==> config.mk <==
export PLATFORM = sky130hd
export DESIGN_NAME = prox_irq
export DESIGN_NICKNAME = d
export VERILOG_FILES = /design/src/prox_irq_pkg.sv /design/src/prox_irq.sv
export SDC_FILE = /design/constraint.sdc
export NUM_CORES = 1
export LEC_CHECK = 0
export ABC_CLOCK_PERIOD_IN_PS = 2980
export BUFFER_PORTS_ARGS = -buffer_cell sky130_fd_sc_hd__buf_4
export CAP_MARGIN = 20
export CORE_AREA = 2 2 120 122
export CTS_CLUSTER_DIAMETER = 200
export DETAILED_ROUTE_END_ITERATION = 6
export DIE_AREA = 0 0 122 124
export PLACE_DENSITY = 0.79
export REMOVE_ABC_BUFFERS = 1
export SLEW_MARGIN = 30
export SYNTH_ARGS = -nofsm -noshare
export SYNTH_HDL_FRONTEND = slang
export SYNTH_SLANG_ARGS = --single-unit
==> constraint.sdc <==
create_clock -name I_SYS_CLK -period 2.98 [get_ports I_SYS_CLK]
set_input_delay 0.894 -clock I_SYS_CLK [delete_from_list [all_inputs] [get_ports I_SYS_CLK]]
set_output_delay 0.894 -clock I_SYS_CLK [all_outputs]
set_load 0.01 [all_outputs]
==> src/prox_irq_pkg.sv <==
package prox_irq_pkg;
  // register pointer values
  localparam logic [7:0] ADDR_PROX_HI = 8'h87;
  localparam logic [7:0] ADDR_PROX_LO = 8'h88;
  localparam logic [7:0] ADDR_IRQ_CTRL = 8'h89;
  localparam logic [7:0] ADDR_LOWTH_HI = 8'h8A;
  localparam logic [7:0] ADDR_LOWTH_LO = 8'h8B;
  localparam logic [7:0] ADDR_HIGHTH_HI = 8'h8C;
  localparam logic [7:0] ADDR_HIGHTH_LO = 8'h8D;
  localparam logic [7:0] ADDR_IRQ_STAT = 8'h8E;
  // control field positions
  localparam int CTRL_PERS_MSB = 7;
  localparam int CTRL_PERS_LSB = 5;
  localparam int CTRL_PROX_EN = 3;
  localparam int CTRL_ALS_EN = 2;
  localparam int CTRL_WIN_EN = 1;
  localparam int CTRL_WIN_SEL = 0;
  // status field positions
  localparam int STAT_PROX_RDY = 3;
  localparam int STAT_ALS_RDY = 2;
  localparam int STAT_BELOW = 1;
  localparam int STAT_ABOVE = 0;
  localparam logic [7:0] CTRL_WMASK = 8'hEF;
  localparam logic [7:0] STAT_WMASK = 8'h0F;
  localparam logic [7:0] RESET_BYTE = 8'h00;
  localparam logic [7:0] ONE_COUNT = 8'h01;
  localparam logic [3:0] BITS_PER_BYTE = 4'h8;
  // target address, arbitrary value
  localparam logic [6:0] TARGET_ADDR_DEF = 7'h2A;
  typedef enum logic [2:0] {
    ST_IDLE = 3'b000,
    ST_ADDR = 3'b001,
    ST_ADDR_ACK = 3'b010,
    ST_WRITE = 3'b011,
    ST_WR_ACK = 3'b100,
    ST_READ = 3'b101,
    ST_RD_ACK = 3'b110
  } link_state_t;
endpackage : prox_irq_pkg

==> src/prox_irq.sv <==
`timescale 1ns/100ps
// Behaviour
// proximity result bytes at 87h and 88h
// proximity result bytes ignore host writes
// persistence code selects power-of-two count
// interrupt after that many consecutive exceedings
// data-ready enables raise ready interrupts
// window enable gates threshold interrupts
// select bit chooses proximity or ambient
// low threshold at 8Ah and 8Bh
// high threshold at 8Ch and 8Dh
// threshold bytes are host read/write
// interrupt control register at 89h
// status sticky until host writes one
// interrupt pin low while status set
// read returns byte then advances pointer
// in-window measurement restarts the counter
// strictly outside counts; direction recorded
module prox_irq #(
  parameter logic [6:0] TARGET_ADDR = prox_irq_pkg::TARGET_ADDR_DEF
) (
  input wire logic I_SYS_CLK,
  input wire logic I_RST,
  input wire logic I_SCL,
  input wire logic I_SDA,
  output logic O_SDA_OUT,
  output logic O_SDA_OE,
  input wire logic [15:0] I_PROX_DATA,
  input wire logic I_PROX_VALID,
  input wire logic [15:0] I_ALS_DATA,
  input wire logic I_ALS_VALID,
  output logic O_INT_N
);
  logic [2:0] scl_sync_ff;
  logic [2:0] sda_sync_ff;
  logic scl_lvl_ff;
  logic sda_lvl_ff;
  prox_irq_pkg::link_state_t state_ff;
  logic [3:0] bitcnt_ff;
  logic [7:0] shift_ff;
  logic [7:0] ptr_ff;
  logic first_ff;
  logic wr_pulse_ff;
  logic [7:0] wr_addr_ff;
  logic [7:0] wr_data_ff;
  logic sda_oe_ff;
  logic [15:0] prox_ff;
  logic [7:0] ctrl_ff;
  logic [15:0] low_th_ff;
  logic [15:0] high_th_ff;
  logic [7:0] status_ff;
  logic [7:0] cnt_ff;
  logic int_n_ff;

  // three-stage pin synchronisers, level taken when stages two and three agree
  always_ff @(posedge I_SYS_CLK) begin
    if (I_RST) begin
      scl_sync_ff <= 3'h7;
      sda_sync_ff <= 3'h7;
      scl_lvl_ff <= 1'b1;
      sda_lvl_ff <= 1'b1;
    end else begin
      scl_sync_ff <= {scl_sync_ff[1:0], I_SCL};
      sda_sync_ff <= {sda_sync_ff[1:0], I_SDA};
      if (scl_sync_ff[1] == scl_sync_ff[2]) begin
        scl_lvl_ff <= scl_sync_ff[2];
      end
      if (sda_sync_ff[1] == sda_sync_ff[2]) begin
        sda_lvl_ff <= sda_sync_ff[2];
      end
    end
  end

  wire scl_new = (scl_sync_ff[1] == scl_sync_ff[2]) ? scl_sync_ff[2] : scl_lvl_ff;
  wire sda_new = (sda_sync_ff[1] == sda_sync_ff[2]) ? sda_sync_ff[2] : sda_lvl_ff;
  wire scl_rise = scl_new && !scl_lvl_ff;
  wire scl_fall = !scl_new && scl_lvl_ff;
  wire bus_start = scl_lvl_ff && scl_new && sda_lvl_ff && !sda_new;
  wire bus_stop = scl_lvl_ff && scl_new && !sda_lvl_ff && sda_new;
  wire byte_done = (bitcnt_ff == prox_irq_pkg::BITS_PER_BYTE);
  wire addr_hit = (shift_ff[7:1] == TARGET_ADDR);
  wire is_read = shift_ff[0];
  wire load_rd = scl_fall && (((state_ff == prox_irq_pkg::ST_ADDR_ACK) && is_read)
                 || (state_ff == prox_irq_pkg::ST_RD_ACK));

  // read data selection by pointer
  wire sel_prox_hi = (ptr_ff == prox_irq_pkg::ADDR_PROX_HI);
  wire sel_prox_lo = (ptr_ff == prox_irq_pkg::ADDR_PROX_LO);
  wire sel_ctrl = (ptr_ff == prox_irq_pkg::ADDR_IRQ_CTRL);
  wire sel_lowth_hi = (ptr_ff == prox_irq_pkg::ADDR_LOWTH_HI);
  wire sel_lowth_lo = (ptr_ff == prox_irq_pkg::ADDR_LOWTH_LO);
  wire sel_highth_hi = (ptr_ff == prox_irq_pkg::ADDR_HIGHTH_HI);
  wire sel_highth_lo = (ptr_ff == prox_irq_pkg::ADDR_HIGHTH_LO);
  wire sel_stat = (ptr_ff == prox_irq_pkg::ADDR_IRQ_STAT);
  wire [7:0] rd_data = sel_prox_hi ? prox_ff[15:8] :
                       sel_prox_lo ? prox_ff[7:0] :
                       sel_ctrl ? ctrl_ff :
                       sel_lowth_hi ? low_th_ff[15:8] :
                       sel_lowth_lo ? low_th_ff[7:0] :
                       sel_highth_hi ? high_th_ff[15:8] :
                       sel_highth_lo ? high_th_ff[7:0] :
                       sel_stat ? status_ff : prox_irq_pkg::RESET_BYTE;

  // serial target engine
  always_ff @(posedge I_SYS_CLK) begin
    wr_pulse_ff <= 1'b0;
    if (I_RST) begin
      state_ff <= prox_irq_pkg::ST_IDLE;
      bitcnt_ff <= 4'h0;
      shift_ff <= prox_irq_pkg::RESET_BYTE;
      ptr_ff <= prox_irq_pkg::RESET_BYTE;
      first_ff <= 1'b0;
      wr_addr_ff <= prox_irq_pkg::RESET_BYTE;
      wr_data_ff <= prox_irq_pkg::RESET_BYTE;
      sda_oe_ff <= 1'b0;
    end else if (bus_start) begin
      state_ff <= prox_irq_pkg::ST_ADDR;
      bitcnt_ff <= 4'h0;
      sda_oe_ff <= 1'b0;
    end else if (bus_stop) begin
      state_ff <= prox_irq_pkg::ST_IDLE;
      sda_oe_ff <= 1'b0;
    end else begin
      case (state_ff)
        prox_irq_pkg::ST_ADDR, prox_irq_pkg::ST_WRITE: begin
          if (scl_rise && !byte_done) begin
            shift_ff <= {shift_ff[6:0], sda_lvl_ff};
            bitcnt_ff <= bitcnt_ff + 4'h1;
          end else if (scl_fall && byte_done) begin
            bitcnt_ff <= 4'h0;
            if (state_ff == prox_irq_pkg::ST_ADDR) begin
              sda_oe_ff <= addr_hit;
              first_ff <= !is_read;
              state_ff <= addr_hit ? prox_irq_pkg::ST_ADDR_ACK : prox_irq_pkg::ST_IDLE;
            end else begin
              sda_oe_ff <= 1'b1;
              state_ff <= prox_irq_pkg::ST_WR_ACK;
              first_ff <= 1'b0;
              if (first_ff) begin
                ptr_ff <= shift_ff;
              end else begin
                wr_pulse_ff <= 1'b1;
                wr_addr_ff <= ptr_ff;
                wr_data_ff <= shift_ff;
                ptr_ff <= ptr_ff + 8'h01;
              end
            end
          end
        end
        prox_irq_pkg::ST_ADDR_ACK, prox_irq_pkg::ST_WR_ACK: begin
          if (scl_fall && !load_rd) begin
            sda_oe_ff <= 1'b0;
            state_ff <= prox_irq_pkg::ST_WRITE;
          end
        end
        prox_irq_pkg::ST_READ: begin
          if (scl_fall && byte_done) begin
            sda_oe_ff <= 1'b0;
            state_ff <= prox_irq_pkg::ST_RD_ACK;
          end else if (scl_fall) begin
            sda_oe_ff <= !shift_ff[7];
            shift_ff <= {shift_ff[6:0], 1'b0};
            bitcnt_ff <= bitcnt_ff + 4'h1;
          end
        end
        prox_irq_pkg::ST_RD_ACK: begin
          if (scl_rise && sda_lvl_ff) begin
            state_ff <= prox_irq_pkg::ST_IDLE;
          end
        end
        default: begin
          sda_oe_ff <= 1'b0;
        end
      endcase
      if (load_rd) begin
        state_ff <= prox_irq_pkg::ST_READ;
        sda_oe_ff <= !rd_data[7];
        shift_ff <= {rd_data[6:0], 1'b0};
        bitcnt_ff <= 4'h1;
        ptr_ff <= ptr_ff + 8'h01;
      end
    end
  end

  // register writes
  wire wr_ctrl = wr_pulse_ff && (wr_addr_ff == prox_irq_pkg::ADDR_IRQ_CTRL);
  wire wr_stat = wr_pulse_ff && (wr_addr_ff == prox_irq_pkg::ADDR_IRQ_STAT);
  wire wr_lowth_hi = wr_pulse_ff && (wr_addr_ff == prox_irq_pkg::ADDR_LOWTH_HI);
  wire wr_lowth_lo = wr_pulse_ff && (wr_addr_ff == prox_irq_pkg::ADDR_LOWTH_LO);
  wire wr_highth_hi = wr_pulse_ff && (wr_addr_ff == prox_irq_pkg::ADDR_HIGHTH_HI);
  wire wr_highth_lo = wr_pulse_ff && (wr_addr_ff == prox_irq_pkg::ADDR_HIGHTH_LO);

  // window comparison
  wire win_sel = ctrl_ff[prox_irq_pkg::CTRL_WIN_SEL];
  wire [15:0] sample = win_sel ? I_ALS_DATA : I_PROX_DATA;
  wire sample_valid = win_sel ? I_ALS_VALID : I_PROX_VALID;
  wire above = sample > high_th_ff;
  wire below = sample < low_th_ff;
  wire in_window = !above && !below;
  wire [2:0] pers = ctrl_ff[prox_irq_pkg::CTRL_PERS_MSB:prox_irq_pkg::CTRL_PERS_LSB];
  wire [7:0] req_count = prox_irq_pkg::ONE_COUNT << pers;
  wire fire = sample_valid && !in_window && ((cnt_ff + 8'h01) >= req_count);
  wire win_en = ctrl_ff[prox_irq_pkg::CTRL_WIN_EN];
  wire [7:0] evt;
  assign evt[7:4] = 4'h0;
  assign evt[prox_irq_pkg::STAT_PROX_RDY] = I_PROX_VALID && ctrl_ff[prox_irq_pkg::CTRL_PROX_EN];
  assign evt[prox_irq_pkg::STAT_ALS_RDY] = I_ALS_VALID && ctrl_ff[prox_irq_pkg::CTRL_ALS_EN];
  assign evt[prox_irq_pkg::STAT_BELOW] = fire && below && win_en;
  assign evt[prox_irq_pkg::STAT_ABOVE] = fire && above && win_en;
  wire [7:0] clr = wr_stat ? (wr_data_ff & prox_irq_pkg::STAT_WMASK) : 8'h00;
  wire [7:0] nxt_status = evt | (status_ff & ~clr);
  wire [7:0] nxt_cnt = (!sample_valid) ? cnt_ff :
                       (in_window || fire) ? 8'h00 : (cnt_ff + 8'h01);

  always_ff @(posedge I_SYS_CLK) begin
    if (I_RST) begin
      prox_ff <= 16'h0000;
      ctrl_ff <= prox_irq_pkg::RESET_BYTE;
      low_th_ff <= 16'h0000;
      high_th_ff <= 16'h0000;
      status_ff <= prox_irq_pkg::RESET_BYTE;
      cnt_ff <= 8'h00;
      int_n_ff <= 1'b1;
    end else begin
      if (I_PROX_VALID) begin
        prox_ff <= I_PROX_DATA;
      end
      if (wr_ctrl) begin
        ctrl_ff <= wr_data_ff & prox_irq_pkg::CTRL_WMASK;
      end
      if (wr_lowth_hi) begin
        low_th_ff[15:8] <= wr_data_ff;
      end
      if (wr_lowth_lo) begin
        low_th_ff[7:0] <= wr_data_ff;
      end
      if (wr_highth_hi) begin
        high_th_ff[15:8] <= wr_data_ff;
      end
      if (wr_highth_lo) begin
        high_th_ff[7:0] <= wr_data_ff;
      end
      status_ff <= nxt_status;
      cnt_ff <= nxt_cnt;
      int_n_ff <= ~|nxt_status;
    end
  end

  assign O_SDA_OUT = 1'b0;
  assign O_SDA_OE = sda_oe_ff;
  assign O_INT_N = int_n_ff;
endmodule : prox_irq

Word level (Yosys, flattened, before mapping)
Index checks and enable logic that the tools add are counted.

word-level totals
  bits in registers = 122
  input port bits = 38
  output and inout bits = 3
  logic and storage cells = 205

cells by class
  add/sub/neg operators = 3
  $lt $le $gt $ge = 3
  equal/unequal tests = 47
  shifts and indexed selects = 1
  multiplexer cells = 52
  bitwise operators = 10
  reduce and logical (&&, ||, !) cells = 65

operator list
  cell                 number
  $mux 8               19
  $eq 8x8->1 const B   14
  $reduce_and 6->1     5
  $logic_and 1x1->1    28
  $mux 4               6
  $mux 3               7
  $ne 3x3->1 const B   7
  $ne 5x5->1 const B   4
  $add 8x1->8 const B  2
  $gt 16x16->1         1
  $lt 16x16->1         1
  $mux 16              1
  $pmux 8 s2           1
  $reduce_and 5->1     3
  $mux 1               14
  $ne 2x2->1 const B   7
  $logic_not 1->1      13
  $pmux 3 s4           1
  $eq 3x3->1 const B   3
  $and 8x8->8          1
  $ge 8x8->1           1
  $ne 4x4->1 const B   2
  $not 4->8            1
  $or 4x8->8           1
  26 further kinds     38

Longest topological paths before layout
  word-level depth = 12
  mapped depth = 11
  depth with buffers taken out = 9

Worst setup path after synthesis
OpenSTA, ideal clock, no wires.

  path type = flip-flop to flip-flop
  start = register ctrl_ff[0]
  end = register cnt_ff[0]
  setup time = 101 ps
  arrival = 2998 ps
  required time = 2879 ps
  slack = -119 ps
  stages on the path, launching flop included = 12
  buffers on the path = 3
  period minus slack after synthesis = 3099 ps
  cells stage by stage = dfxtp_1 clkbuf_1 clkbuf_1 mux2_2 ha_1 nand4_1 nor4_1 a21boi_0 o41a_1 nor2b_1 clkbuf_1 o41ai_1

on the way
  word-level cells in the longest chain between the ends = 9
  elaborated cells on any way between the ends = 12
  classes of those cells = 2 x order compare; 3 x mux; 7 x reduce/logical

ends and longest elaborated chain
  what                                          RTL line                          source
  start, declared                               prox_irq.sv:48                    logic [7:0] ctrl_ff;
  start signal, assigned                        prox_irq.sv:218                   ctrl_ff <= prox_irq_pkg::RESET_BYTE;
  start signal, assigned                        prox_irq.sv:229                   ctrl_ff <= wr_data_ff & prox_irq_pkg::CTRL_WMASK;
  $mux 16                                       prox_irq.sv:195                   wire [15:0] sample = win_sel ? I_ALS_DATA : I_PROX_DATA;
  $gt 16x16->1 or $lt 16x16->1 (tied branches)  prox_irq.sv:197, prox_irq.sv:198
  $logic_not 1->1                               prox_irq.sv:199                   wire in_window = !above && !below;
  $logic_and 1x1->1                             prox_irq.sv:199
  $logic_not 1->1                               prox_irq.sv:202                   wire fire = sample_valid && !in_window && ((cnt_ff + 8'h01) >= req_count);
  $logic_and 1x1->1 (2 in series)               prox_irq.sv:202
  $logic_or 1x1->1                              prox_irq.sv:213                   (in_window || fire) ? 8'h00 : (cnt_ff + 8'h01);
  $mux 8                                        prox_irq.sv:213
  end signal, assigned                          prox_irq.sv:244                   cnt_ff <= nxt_cnt;
  end, declared                                 prox_irq.sv:52                    logic [7:0] cnt_ff;

Several ways; a longest one is shown, not always the timed one.
A chain may end at the register's enable or synchronous reset.

Final worst setup path
Ends and elaborated chain as after synthesis.

==> flow_summary.yaml <==
status:
  run_status: "completed"
job:
  maxCapViolCount: 0
clock_network:
  clock_sinks: 118
  cts_hold_buf: 0
  numCtsBuffers: 17
  cts_resized: 0
  cts_root_buffer: "clkbuf_16"
  cts_tree: "yes"
  htreeDepth: 4
  cts_setup_buffers: 0
  cts.path.max_buffers: 2
  path_clk_slew_ps: 60
  clk_latency_ps: 420
timing:
  fin_crit_ps: 2800
  whs_ps: 412
  clock_skew_ps: 9.01
  worst_pin_slew_ps: 749
  clock.fmax_mhz: 357
  period_share_pct: 94.0
  rsz0062_at_grt: "false"
  drv_slew: 0
  hold_viol: 0
  setup_violations: 0
  finalWorstSetupSlack_ps: 178
  relSlewSlack_pct: 50.0
grt:
  antenna_found_initial: 0
  overflow: 0
  grt_max_degree: 64
  grt_pass1_wl_um: 29400
  grt_pass1_vias: 5775
  globalRouteTotalUtil_pct: 25.1
layout:
  diodes: 0
  finalNetCount: 960
  layout.cells.non_filler: 1069
  final_util_pct: 58.5
  drive_gt1_share_pct: 16.1
  syn2layout_area_growth_pct: 17.8
  nFillCells: 1188
setup_path:
  rr_worst_depth: 10
  r2r-end: "cnt_ff[0]"
  critPathLaunch: "ctrl_ff[0]"
  cp_top_family: "compound AO/OA/AOI/OAI gates"
  worstSetupPathType: "reg -> reg"
  rrSetupSlack_ps: 180
  reg2reg_from: "ctrl_ff[0]"
  setup.worst_path.end: "cnt_ff[0]"
  required_ps: 3290
  worstPathCellList: "buf_12 > mux2_2 > ha_1 > nand4_1 > nor4_2 > a21boi_0 > o41a_1 > nor2b_1 > buf_4 > o41ai_1"
  arrival_ps: 3110
  worst_setup_path_end_kind: "register"
  cp.depth: 10
  crit_fanout: 16
  crit_path_max_incr_delay_ps: 380
  slowest_stage: "dfxtp_1"
  path_buf_inv: 2
  start_kind: "register"
routing:
  vias: 6356
  antenna_left: 0
  via_per_inst: 5.95
  drc: 0
  wl_per_cell_um: 17.4
  drt_iter0_drc: 781
  drt-total-wl_um: 18600
  first_pass_iters: 5
yosys:
  synth.distinct_cells: 75
  synthTopCellsByArea: "dfxtp_1 (35%), mux2i_1 (8.5%), ha_1 (8.4%)"
  synth.cell_area_um2: 6820
  ys_ff_latch: 118
  synth_warnings: 0
  ys_seq_area_share_pct: 34.6
  ys.flop_type: "dfxtp_1"
  async_flop_share_pct: 0
  yosysTopAreaCell: "dfxtp_1"
  synth_edf_count: 0
  avgSynthCellArea_um2: 8.18
  synth_cells: 834
  synth_top_area_share_pct: 34.6
floorplanning:
  die_x_um: 122
  row_count: 43
  die_area_um2: 15100
  fp.dieH_um: 124
  start_util_pct: 49.7
  core_area_um2: 13700
  io_pins: 41
place:
  hpwl_um: 13200
  dp_cells: 1037
  dpl_worst_slack_ps: -210
  gp_congestion: 0.936
  io_buffers: 39
power:
  leakage_nw: 3.04
  peakVddDrop_mv: 0.411
  power.density_nw_per_um2: 507
  total_power_mw: 4.07
hold_path:
  hold_path_class: "reg -> reg"
-- cell type report --
| class | instances | area, um^2 | area share [%] |
|---|---|---|---|
| Clock buffer | 22 | 464 | 5.78 |
| Tap cell | 180 | 225 | 2.80 |
| Sequential cell | 118 | 2360 | 29.4 |
| Clock inverter | 10 | 175 | 2.18 |
| Timing Repair Buffer | 72 | 553 | 6.89 |
| Inverter | 42 | 158 | 1.96 |
| Multi-Input combinational cell | 625 | 4090 | 51.0 |
-- layout by cell type (no fill, tap or decap), types with 8 or more instances in the layout --
cell / instances
a21oi_1: 56
mux2i_1: 58
dfxtp_1: 118
nand2_1: 97
clkbuf_16: 17
a211oi_1: 10
o21ai_0: 38
nor2b_1: 10
nor2_1: 106
nor3_1: 15
buf_4: 71
mux2_2: 16
nand4_1: 8
ha_1: 46
nand3_1: 20
inv_1: 42
or2_2: 11
-- layer usage --
layer,up-vias,wire length (um),global-route usage [%]
met5,-,0,0
met4,0,761,12.0
met3,66,1780,5.82
met2,351,8010,38.6
met1,2908,8050,33.2
li1,3031,-,-
-- cells in the mapped netlist, drive strengths merged, types with 11 or more instances --
master	instances
nor2	106
nand3	20
mux2	16
dfxtp	118
mux2i	58
inv	42
nand2	97
clkbuf	40
o21ai	38
or2	11
ha	46
nor3	16
a21oi	57
-- flip-flops by register name, indices dropped and copies added (netlist names), 7 cells and up --
| name | cells |
|---|---|
| low_th_ff | 16 |
| high_th_ff | 16 |
| cnt_ff | 8 |
| prox_ff | 16 |
| wr_addr_ff | 8 |
| shift_ff | 8 |
| wr_data_ff | 8 |
| ctrl_ff | 7 |
| ptr_ff | 8 |
-- how the worst min path moves through the flow --
stage / start / to / slack, ps / cells after the start
after CTS: scl_sync_ff[0] / scl_sync_ff[1] / 420 / 1
after global routing: scl_sync_ff[0] / scl_sync_ff[1] / 420 / 1
final: scl_sync_ff[0] / scl_sync_ff[1] / 410 / 1
after global placement: sda_sync_ff[0] / sda_sync_ff[1] / 390 / 1
after floorplan: scl_sync_ff[0] / scl_sync_ff[1] / 390 / 1
after detailed placement: scl_sync_ff[0] / scl_sync_ff[1] / 400 / 1
-- power breakdown --
part           switching (mW)  total, mW  leakage (nW)  internal (mW)
Clock                   0.715       2.23         0.318           1.52
Sequential             0.0170       1.62         0.955           1.60
Combinational           0.114      0.220          1.77          0.106
Total                   0.846       4.07          3.04           3.22
-- stage by stage --
stage	TNS, ps	cell area [um^2]
after floorplan	0	6610
after global placement	-763	7380
after detailed placement	-1110	7380
after CTS	0	8020
after global routing	0	8030
final	0	8030
-- kinds of logic after synthesis --
| group | share of synthesized area [%] |
|---|---|
| simple gates | 22.1 |
| xor+xnor | 1.16 |
| mux | 11.2 |
| flops | 34.6 |
| other cells | 0.0550 |
| fa+ha+maj | 8.44 |
| buf+inv | 5.45 |
| compound gates | 17.0 |
Note: power is estimated with default switching activity, not from simulation.
